### src/logic/fdc_setup_cfg.svh
`ifndef FDC_SETUP_CFG_SVH
`define FDC_SETUP_CFG_SVH

// Register byte offsets
`define FDC_OFF_CMD      12'h000
`define FDC_OFF_STATUS   12'h004
`define FDC_OFF_MODE     12'h008
`define FDC_OFF_PARAM0   12'h00c
`define FDC_OFF_PARAM1   12'h010
`define FDC_OFF_CTRL     12'h014
`define FDC_OFF_GAP      12'h018

// Control register fields
`define FDC_CTRL_RATE_HI 1
`define FDC_CTRL_RATE_LO 0
`define FDC_CTRL_FOUR    2
`define FDC_CTRL_EXCH    3
`define FDC_CTRL_SRST    4
`define FDC_CTRL_CLRERR  5
`define FDC_CTRL_RESET   4'h0

// Command encodings
`define FDC_OP_PERP      8'h12
`define FDC_OP_READ      5'h06
`define FDC_LAST_PARAM   3'h7

// Gap figures in bytes, and the 1M data rate code
`define FDC_GAP2_STD     6'h16
`define FDC_GAP2_PERP    6'h29
`define FDC_RW_NONE      6'h00
`define FDC_RW_LOW       6'h13
`define FDC_RW_HIGH      6'h26
`define FDC_RATE_1M      2'h3

// Delay before processing
`define FDC_PRE_DELAY_US     1000
`define FDC_CLK_MHZ          25
`define FDC_PRE_DELAY_CYCLES (`FDC_PRE_DELAY_US * `FDC_CLK_MHZ)

// Bus answers
`define FDC_RESP_OKAY    2'h0
`define FDC_RESP_SLVERR  2'h2

`endif

### src/logic/fdc_setup_pkg.sv
package fdc_setup_pkg;

	typedef enum logic [1:0] {
		CMD_IDLE,
		CMD_PERP_PARAM,
		CMD_READ_PARAM,
		CMD_PRE_DELAY
	} cmdState_t;

	typedef struct packed {
		logic       continueToSecondSide;
		logic       doubleDensityEncoding;
		logic       skipDeletedSectors;
		logic       automaticSeekEnable;
		logic       headSideBit;
		logic [1:0] logicalDriveSelect;
		logic [7:0] track;
		logic [7:0] head;
		logic [7:0] sector;
		logic [7:0] sizeCode;
		logic [7:0] finalSectorNumber;
		logic [7:0] gap3;
	} readCmd_t;

	typedef struct packed {
		logic       perpendicular;
		logic       precompZero;
		logic [5:0] gap2Length;
		logic [5:0] rewriteLength;
	} gapInfo_t;

endpackage

### src/logic/fdc_perp_read_setup.sv
`timescale 1ns/100ps
`include "fdc_setup_cfg.svh"

// How it works
// - Hardware reset clears all mode bits: every drive conventional.
// - The perpendicular-mode command is accepted whenever the engine is idle.
// - Nonzero group field rules all drives; else per-drive bits decide.
// - Group 10 conventional, 01 perpendicular 500K, 11 perpendicular 1-2M; 00 defers to per-drive bits.
// - Software reset clears the group field.
// - Per-drive bits 5-2 map to drives 3-0, applied if group zero and gated.
// - Per-drive bits survive software reset.
// - Gate bit 7 low leaves per-drive bits untouched.
// - Mode command only updates configuration and returns no result bytes.
// - Format gap 2 is 22 bytes, 41 for perpendicular at 1-2 Mbps.
// - Write rewrites 0, 19 or 38 bytes of gap 2 by mode and rate.
// - Perpendicular drives get zero precompensation at any rate.
// - Read-data opcode has low bits 00110 plus three flag bits.
// - Eight parameter bytes follow; last one, data length, is ignored.
// - After the last byte the engine waits the pre-processing delay.
// - Opcode bit 5 selects skipping of deleted sectors.
// - Opcode bit 6 selects double density encoding, else single.
// - Opcode bit 7 continues onto side 1 after side 0.
// - Drive codes 10 and 11 are valid only with enough drive support.
// - Head side output, active low, is the inverse of bit 2.
// - Drive/head bit 7 requests a seek pulse in the same cycle as the execute start.
module fdc_perp_read_setup #(
	parameter int unsigned PRE_DELAY_CYCLES = `FDC_PRE_DELAY_CYCLES
) (
	input  wire logic                    clk,
	input  wire logic                    reset_n,
	input  wire logic                    awvalid,
	output logic                         awready,
	input  wire logic [11:0]             awaddr,
	input  wire logic                    wvalid,
	output logic                         wready,
	input  wire logic [31:0]             wdata,
	input  wire logic [3:0]              wstrb,
	output logic                         bvalid,
	input  wire logic                    bready,
	output logic [1:0]                   bresp,
	input  wire logic                    arvalid,
	output logic                         arready,
	input  wire logic [11:0]             araddr,
	output logic                         rvalid,
	input  wire logic                    rready,
	output logic [31:0]                  rdata,
	output logic [1:0]                   rresp,
	output fdc_setup_pkg::readCmd_t      readCmd,
	output fdc_setup_pkg::gapInfo_t      gapInfo,
	output logic                         driveSelectValid,
	output logic                         headSideOutput_n,
	output logic                         executeStart,
	output logic                         seekStart
);

	if (PRE_DELAY_CYCLES < 1 || PRE_DELAY_CYCLES > 24'hffffff) begin : g_chk
		$error("PRE_DELAY_CYCLES out of range");
	end

	// Address decode shared by both bus directions; bit 3 marks a hit
	function automatic logic [3:0] decode(input logic [11:0] a);
		case (a)
			`FDC_OFF_CMD:    decode = 4'h8;
			`FDC_OFF_STATUS: decode = 4'h9;
			`FDC_OFF_MODE:   decode = 4'ha;
			`FDC_OFF_PARAM0: decode = 4'hb;
			`FDC_OFF_PARAM1: decode = 4'hc;
			`FDC_OFF_CTRL:   decode = 4'hd;
			`FDC_OFF_GAP:    decode = 4'he;
			default:         decode = 4'h0;
		endcase
	endfunction

	fdc_setup_pkg::cmdState_t state;
	logic [11:0] awAddrHeld;
	logic        awHeld;
	logic [31:0] wDataHeld;
	logic [3:0]  wStrbHeld;
	logic        wHeld;
	logic        wrFire;
	logic [3:0]  wrDec;
	logic        cmdWrite;
	logic        ctrlWrite;
	logic [7:0]  cmdByte;
	logic [3:0]  ctrlReg;
	logic        swReset;
	logic        clrErr;
	logic [1:0]  groupRecordingMode;
	logic [3:0]  perDriveRecordingMode;
	logic [2:0]  paramIdx;
	logic [23:0] delayCount;
	logic        invalidOpcode;
	logic        effPerp;
	logic        effHigh;
	logic        perpByte;

	assign wrDec     = decode(awAddrHeld);
	assign wrFire    = awHeld && wHeld && !bvalid;
	assign cmdWrite  = wrFire && wrDec == 4'h8 && wStrbHeld[0];
	assign ctrlWrite = wrFire && wrDec == 4'hd && wStrbHeld[0];
	assign cmdByte   = wDataHeld[7:0];
	assign swReset   = ctrlWrite && wDataHeld[`FDC_CTRL_SRST];
	assign clrErr    = ctrlWrite && wDataHeld[`FDC_CTRL_CLRERR];
	assign perpByte  = cmdWrite && state == fdc_setup_pkg::CMD_PERP_PARAM;

	// Write channels: address and data taken in either order
	always_ff @(posedge clk or negedge reset_n) begin
		if (!reset_n) begin
			awready    <= 1'b1;
			wready     <= 1'b1;
			awHeld     <= 1'b0;
			wHeld      <= 1'b0;
			awAddrHeld <= 12'h000;
			wDataHeld  <= 32'h00000000;
			wStrbHeld  <= 4'h0;
			bvalid     <= 1'b0;
			bresp      <= `FDC_RESP_OKAY;
		end else begin
			if (awvalid && awready) begin
				awAddrHeld <= awaddr;
				awHeld     <= 1'b1;
				awready    <= 1'b0;
			end
			if (wvalid && wready) begin
				wDataHeld <= wdata;
				wStrbHeld <= wstrb;
				wHeld     <= 1'b1;
				wready    <= 1'b0;
			end
			if (wrFire) begin
				bvalid <= 1'b1;
				bresp  <= wrDec[3] ? `FDC_RESP_OKAY : `FDC_RESP_SLVERR;
				awHeld <= 1'b0;
				wHeld  <= 1'b0;
			end
			if (bvalid && bready) begin
				bvalid  <= 1'b0;
				awready <= 1'b1;
				wready  <= 1'b1;
			end
		end
	end

	// Read channel: answer one cycle after the address is taken
	always_ff @(posedge clk or negedge reset_n) begin
		if (!reset_n) begin
			arready <= 1'b1;
			rvalid  <= 1'b0;
			rdata   <= 32'h00000000;
			rresp   <= `FDC_RESP_OKAY;
		end else if (arvalid && arready) begin
			arready <= 1'b0;
			rvalid  <= 1'b1;
			rresp   <= decode(araddr) == 4'h0 ? `FDC_RESP_SLVERR
				: `FDC_RESP_OKAY;
			case (decode(araddr))
				4'h9: rdata <= {25'h0, invalidOpcode, driveSelectValid,
					paramIdx, state == fdc_setup_pkg::CMD_PRE_DELAY,
					state != fdc_setup_pkg::CMD_IDLE};
				4'ha: rdata <= {25'h0, effPerp, perDriveRecordingMode,
					groupRecordingMode};
				4'hb: rdata <= {readCmd.sizeCode, readCmd.sector,
					readCmd.head, readCmd.track};
				4'hc: rdata <= {8'h0, readCmd.gap3,
					readCmd.finalSectorNumber,
					readCmd.continueToSecondSide,
					readCmd.doubleDensityEncoding,
					readCmd.skipDeletedSectors,
					readCmd.automaticSeekEnable, 1'b0,
					readCmd.headSideBit, readCmd.logicalDriveSelect};
				4'hd: rdata <= {28'h0, ctrlReg};
				4'he: rdata <= {18'h0, gapInfo.precompZero,
					gapInfo.perpendicular, gapInfo.rewriteLength,
					gapInfo.gap2Length};
				default: rdata <= 32'h00000000;
			endcase
		end else if (rvalid && rready) begin
			rvalid  <= 1'b0;
			arready <= 1'b1;
		end
	end

	// Data rate and drive support; reset pulses are not stored
	always_ff @(posedge clk or negedge reset_n) begin
		if (!reset_n)
			ctrlReg <= `FDC_CTRL_RESET;
		else if (ctrlWrite)
			ctrlReg <= wDataHeld[3:0];
	end

	// Group field: cleared by either reset
	always_ff @(posedge clk or negedge reset_n) begin
		if (!reset_n)
			groupRecordingMode <= 2'h0;
		else if (swReset)
			groupRecordingMode <= 2'h0;
		else if (perpByte)
			groupRecordingMode <= cmdByte[1:0];
	end

	// Per-drive bits: gated, and kept across software reset
	always_ff @(posedge clk or negedge reset_n) begin
		if (!reset_n)
			perDriveRecordingMode <= 4'h0;
		else if (perpByte && !swReset && cmdByte[7]
			&& cmdByte[1:0] == 2'h0)
			perDriveRecordingMode <= cmdByte[5:2];
	end

	// Command sequencer
	always_ff @(posedge clk or negedge reset_n) begin
		if (!reset_n) begin
			state      <= fdc_setup_pkg::CMD_IDLE;
			paramIdx   <= 3'h0;
			delayCount <= 24'h000000;
		end else if (swReset) begin
			state    <= fdc_setup_pkg::CMD_IDLE;
			paramIdx <= 3'h0;
		end else begin
			case (state)
				fdc_setup_pkg::CMD_IDLE: begin
					paramIdx <= 3'h0;
					if (cmdWrite && cmdByte == `FDC_OP_PERP)
						state <= fdc_setup_pkg::CMD_PERP_PARAM;
					else if (cmdWrite && cmdByte[4:0] == `FDC_OP_READ)
						state <= fdc_setup_pkg::CMD_READ_PARAM;
				end
				fdc_setup_pkg::CMD_PERP_PARAM:
					if (cmdWrite)
						state <= fdc_setup_pkg::CMD_IDLE;
				fdc_setup_pkg::CMD_READ_PARAM:
					if (cmdWrite) begin
						paramIdx <= paramIdx + 3'h1;
						if (paramIdx == `FDC_LAST_PARAM) begin
							state      <= fdc_setup_pkg::CMD_PRE_DELAY;
							delayCount <= 24'(PRE_DELAY_CYCLES - 1);
						end
					end
				fdc_setup_pkg::CMD_PRE_DELAY:
					if (delayCount == 24'h000000)
						state <= fdc_setup_pkg::CMD_IDLE;
					else
						delayCount <= delayCount - 24'h000001;
				default: state <= fdc_setup_pkg::CMD_IDLE;
			endcase
		end
	end

	// Start pulses at the end of the delay; seek only if requested
	always_ff @(posedge clk or negedge reset_n) begin
		if (!reset_n) begin
			executeStart <= 1'b0;
			seekStart    <= 1'b0;
		end else begin
			executeStart <= !swReset && delayCount == 24'h000000
				&& state == fdc_setup_pkg::CMD_PRE_DELAY;
			seekStart <= !swReset && delayCount == 24'h000000
				&& state == fdc_setup_pkg::CMD_PRE_DELAY
				&& readCmd.automaticSeekEnable;
		end
	end

	// Captured read-data command; data length byte is dropped
	always_ff @(posedge clk or negedge reset_n) begin
		if (!reset_n) begin
			readCmd          <= '0;
			headSideOutput_n <= 1'b1;
			driveSelectValid <= 1'b1;
		end else if (cmdWrite && !swReset) begin
			if (state == fdc_setup_pkg::CMD_IDLE
				&& cmdByte[4:0] == `FDC_OP_READ) begin
				readCmd.continueToSecondSide  <= cmdByte[7];
				readCmd.doubleDensityEncoding <= cmdByte[6];
				readCmd.skipDeletedSectors    <= cmdByte[5];
			end else if (state == fdc_setup_pkg::CMD_READ_PARAM) begin
				case (paramIdx)
					3'h0: begin
						readCmd.automaticSeekEnable <= cmdByte[7];
						readCmd.headSideBit         <= cmdByte[2];
						readCmd.logicalDriveSelect  <= cmdByte[1:0];
						headSideOutput_n <= !cmdByte[2];
						// Codes 10 and 11 need drive support
						driveSelectValid <= !cmdByte[1]
							|| ctrlReg[`FDC_CTRL_FOUR]
							|| (!cmdByte[0] && ctrlReg[`FDC_CTRL_EXCH]);
					end
					3'h1: readCmd.track             <= cmdByte;
					3'h2: readCmd.head              <= cmdByte;
					3'h3: readCmd.sector            <= cmdByte;
					3'h4: readCmd.sizeCode          <= cmdByte;
					3'h5: readCmd.finalSectorNumber <= cmdByte;
					3'h6: readCmd.gap3              <= cmdByte;
					default: ; // Data length ignored
				endcase
			end
		end
	end

	// Sticky flag for unknown opcodes; a new error wins over a clear
	always_ff @(posedge clk or negedge reset_n) begin
		if (!reset_n)
			invalidOpcode <= 1'b0;
		else if (cmdWrite && state == fdc_setup_pkg::CMD_IDLE
			&& cmdByte != `FDC_OP_PERP && cmdByte[4:0] != `FDC_OP_READ)
			invalidOpcode <= 1'b1;
		else if (clrErr)
			invalidOpcode <= 1'b0;
	end

	// Effective mode of the selected drive
	always_comb begin
		if (groupRecordingMode != 2'h0) begin
			effPerp = groupRecordingMode[0];
			effHigh = groupRecordingMode[1];
		end else begin
			effPerp = perDriveRecordingMode[readCmd.logicalDriveSelect];
			effHigh = ctrlReg[1:0] == `FDC_RATE_1M;
		end
	end

	// Gap figures follow mode changes one cycle later
	always_ff @(posedge clk or negedge reset_n) begin
		if (!reset_n) begin
			gapInfo <= {1'b0, 1'b0, `FDC_GAP2_STD, `FDC_RW_NONE};
		end else begin
			gapInfo.perpendicular <= effPerp;
			gapInfo.precompZero   <= effPerp;
			gapInfo.gap2Length    <= (effPerp && effHigh)
				? `FDC_GAP2_PERP : `FDC_GAP2_STD;
			gapInfo.rewriteLength <= !effPerp ? `FDC_RW_NONE
				: effHigh ? `FDC_RW_HIGH : `FDC_RW_LOW;
		end
	end
endmodule

### config.mk
export PLATFORM = sky130hd
export DESIGN_NAME = fdc_perp_read_setup
export DESIGN_NICKNAME = d
export VERILOG_FILES = /design/src/logic/fdc_setup_pkg.sv /design/src/logic/fdc_perp_read_setup.sv
export VERILOG_INCLUDE_DIRS = /design/src /design/src/logic
export SDC_FILE = /design/constraint.sdc
export NUM_CORES = 1
export LEC_CHECK = 0
export BUFFER_PORTS_ARGS = -buffer_cell sky130_fd_sc_hd__buf_2
export CELL_PAD_IN_SITES_DETAIL_PLACEMENT = 1
export CELL_PAD_IN_SITES_GLOBAL_PLACEMENT = 1
export CORE_ASPECT_RATIO = 0.6
export CORE_MARGIN = 4
export CORE_UTILIZATION = 42
export DETAILED_ROUTE_END_ITERATION = 10
export GPL_ROUTABILITY_DRIVEN = 0
export PLACE_DENSITY_LB_ADDON = 0.1
export SLEW_MARGIN = 20
export SYNTH_ARGS = -nofsm -noshare
export SYNTH_HDL_FRONTEND = slang
export SYNTH_SLANG_ARGS = --single-unit
export TNS_END_PERCENT = 10
### constraint.sdc
create_clock -name clk -period 3.3 [get_ports clk]
set_input_delay 0.165 -clock clk [delete_from_list [all_inputs] [get_ports clk]]
set_output_delay 0.165 -clock clk [all_outputs]
set_load 0.01 [all_outputs]
==> run summary <==
Dominant cells by area after synthesis = dfrtp_1, mux2_2, mux2_4
Initial Util = 0.4340
Drt pass-1 iters = 5
Initial antenna violation count = 0
Routed Antenna Nets = 0
Period utilisation layout = 0.8439
DRC violation total after the first TritonRoute iteration = 529
Comb power frac = 0.120
Area of the multi-input gates = 3451 um2
Rows = 38
Number of clock sinks = 165
Critical Path RT = 3.61 ns
Yosys cell types = 74
CP max FO = 8
Maximum clock rate = 0.3591 GHz
Global route overflow = 0
Syn Std Cell Area = 7945 um2
Hold Fails Final Rpt = 0
Nets@finish = 944
First-pass GRT wire length = 40100 um
Number of synthesized flops with an enable pin = 0
I/O pins = 181
WL/cell = 22.12 um
Hold Crit Class = input port to flop
Slew HR = 0.4660
Synth warnings = 0
Global-route usage over all layers = 0.2424
Power, Total = 5.160 mW
Post_cts resized = 0
Post-synthesis register bit count = 165
Hpwl dp = 17480 um
Post-synth ARST share = 1.000
P_leak = 4.911 nW
Setup total negative slack = 0 ns
Routed WL = 24840 um
CTS tree = done
Final Critical Period = 2.785 ns
Crit path kind = flop to flop
Slew Viols, Final = 0
Fill count = 1996
Clock power frac = 0.391
Largest net degree at the start of global routing = 86
Power per standard cell area = 529.5 nW/um2
Worst-path clk slew = 0.08 ns
Max VDD drop = 0.4083 mV
Most common cell in the synthesized netlist = dfrtp_1
Top post-synthesis cells by count = dfrtp_1, mux2_2, nand2_1
Sw power = 1.585 mW
Layout area overhead = 22.66%
Die footprint = 21250 um2
Max-cap viol count = 0
Share of power burned in registers = 0.489
Fin cells = 1123
Startpoint Class = flop
Slew @ Worst Pin = 0.7977 ns
TritonCTS Buffers = 17
DRC = 0
Via count = 6453
Hold path cells = 3
Core area = 18310 um2
Number of port buffers = 150
Outcome = finished, final reports clean
Reg area = 4136 um2
Die Y = 114.5 um
Final clock skew = 0.01498 ns
Sequential area share after synthesis = 0.5206
CP Capture Type = flop
Sw frac = 0.3071
Clock tree buffer depth = 2
R2R depth = 5
Clk Latency, worst-skew pair = 0.43 ns
Worst EP arrival = 3.09 ns
Root Buffer = clkbuf_16
Die W = 185.6 um
Post-CTS setup buffer count = 0
Most used DFF post-synth = dfrtp_1
Placed insts = 1062
Synth top area share = 0.5008
Vias in the first global route = 6914
Final setup fails = 0
Cell taking the most area after synthesis = dfrtp_1
Layout cells sized above 1 = 0.3499
Syn_area_per_cell = 11.21 um2
Hold Slack = 0.02889 ns
Final core occ = 0.5324
Unrepaired setup endpoints after global routing = no
Cell count after synthesis = 709
Internal power = 3.576 mW
Hold_buf cts = 29
Vias/cell = 5.746
Ant. Diodes = 0
CTS H-tree depth = 4
## state kept, by name (all words and copies together), names as in the netlist, 2 cells and up
| register | cells |
|---|---|
| gapInfo | 4 |
| wDataHeld | 8 |
| delayCount | 24 |
| paramIdx | 3 |
| perDriveRecordingMode | 4 |
| groupRecordingMode | 2 |
| state | 2 |
| awAddrHeld | 12 |
| ctrlReg | 4 |
| readCmd | 55 |
| rdata | 32 |
## power groups by stage
stage / clock, mW / combinational (mW) / sequential, mW
global placement: 0 / 0.547 / 2.53
detailed placement: 0 / 0.572 / 2.55
CTS: 2.06 / 0.614 / 2.51
floorplan: 0 / 0.425 / 2.36
finish: 2.02 / 0.618 / 2.52
global route: 2.17 / 0.686 / 2.55
## per-stage QoR
| stage | worst slack, ns | cell area [um2] |
|---|---|---|
| final | 0.5153 | 9746 |
| after global routing | 0.3835 | 9746 |
| after CTS | 0.4147 | 9742 |
| after detailed placement | 0.4322 | 8859 |
| after global placement | 0.5445 | 8856 |
| after floorplan | 0.9880 | 7953 |
## path summary, 6_finish.rpt
check / end / startpoint / slack (ns)
max: readCmd[10] / awAddrHeld[1] / 0.52
min: bvalid / bready / 0.03
max reg2reg: readCmd[10] / awAddrHeld[1] / 0.52
min reg2reg: rdata[29] / rdata[29] / 0.47
max in group asynchronous: readCmd[46] / reset_n / 2.03
min in group asynchronous: rdata[21] / reset_n / 0.36
## per-layer routing
| metal | vias up | routed length (um) | global-route usage |
|---|---|---|---|
| met5 | - | 0 | 0 |
| met4 | 0 | 191 | 0.04658 |
| met3 | 15 | 1749 | 0.05524 |
| met2 | 214 | 10780 | 0.3607 |
| met1 | 3308 | 12120 | 0.3663 |
| li1 | 2916 | - | - |
## layout make-up
type	count	share of cell area
clock buffers	18	0.04506
clock inverters	14	0.01579
inverters	26	0.01001
multi-input cells	465	0.3541
flip-flops and latches	165	0.4244
well taps	240	0.03081
repair buffers	195	0.1198
## kinds of logic after synthesis
group / after synthesis / synth area share
other cells: 1 / 0.0004720
compound gates: 154 / 0.1295
fa+ha+maj: 7 / 0.01102
mux: 96 / 0.1435
simple gates: 205 / 0.1471
buf+inv: 81 / 0.04787
flops: 165 / 0.5206
## critical path: stages, from the launching register on
cell     delay [ns]
dfrtp_1        0.38
nor3_1         0.37
and3_1         0.42
nand4_4        0.20
or4b_1         0.88
mux2_4         0.41
## cell usage in the layout (no fill, tap or decap), types with 8 or more instances in the layout
cell type      count
o21ai_0           36
inv_6              8
mux2_4            16
buf_2            149
clkbuf_16         17
dfrtp_1          159
nand2_1           60
buf_4             16
a21o_1            10
a22oi_1           19
and2_1             8
nor3_1            21
dlygate4sd3_1     29
mux2_2            69
a31oi_1           19
inv_1             26
nor2_1            21
nand4_1           12
a21oi_1           21
or3_1             10
mux2i_1           10
nand3_1           25
No activity file was read; power rests on OpenSTA's default activity.
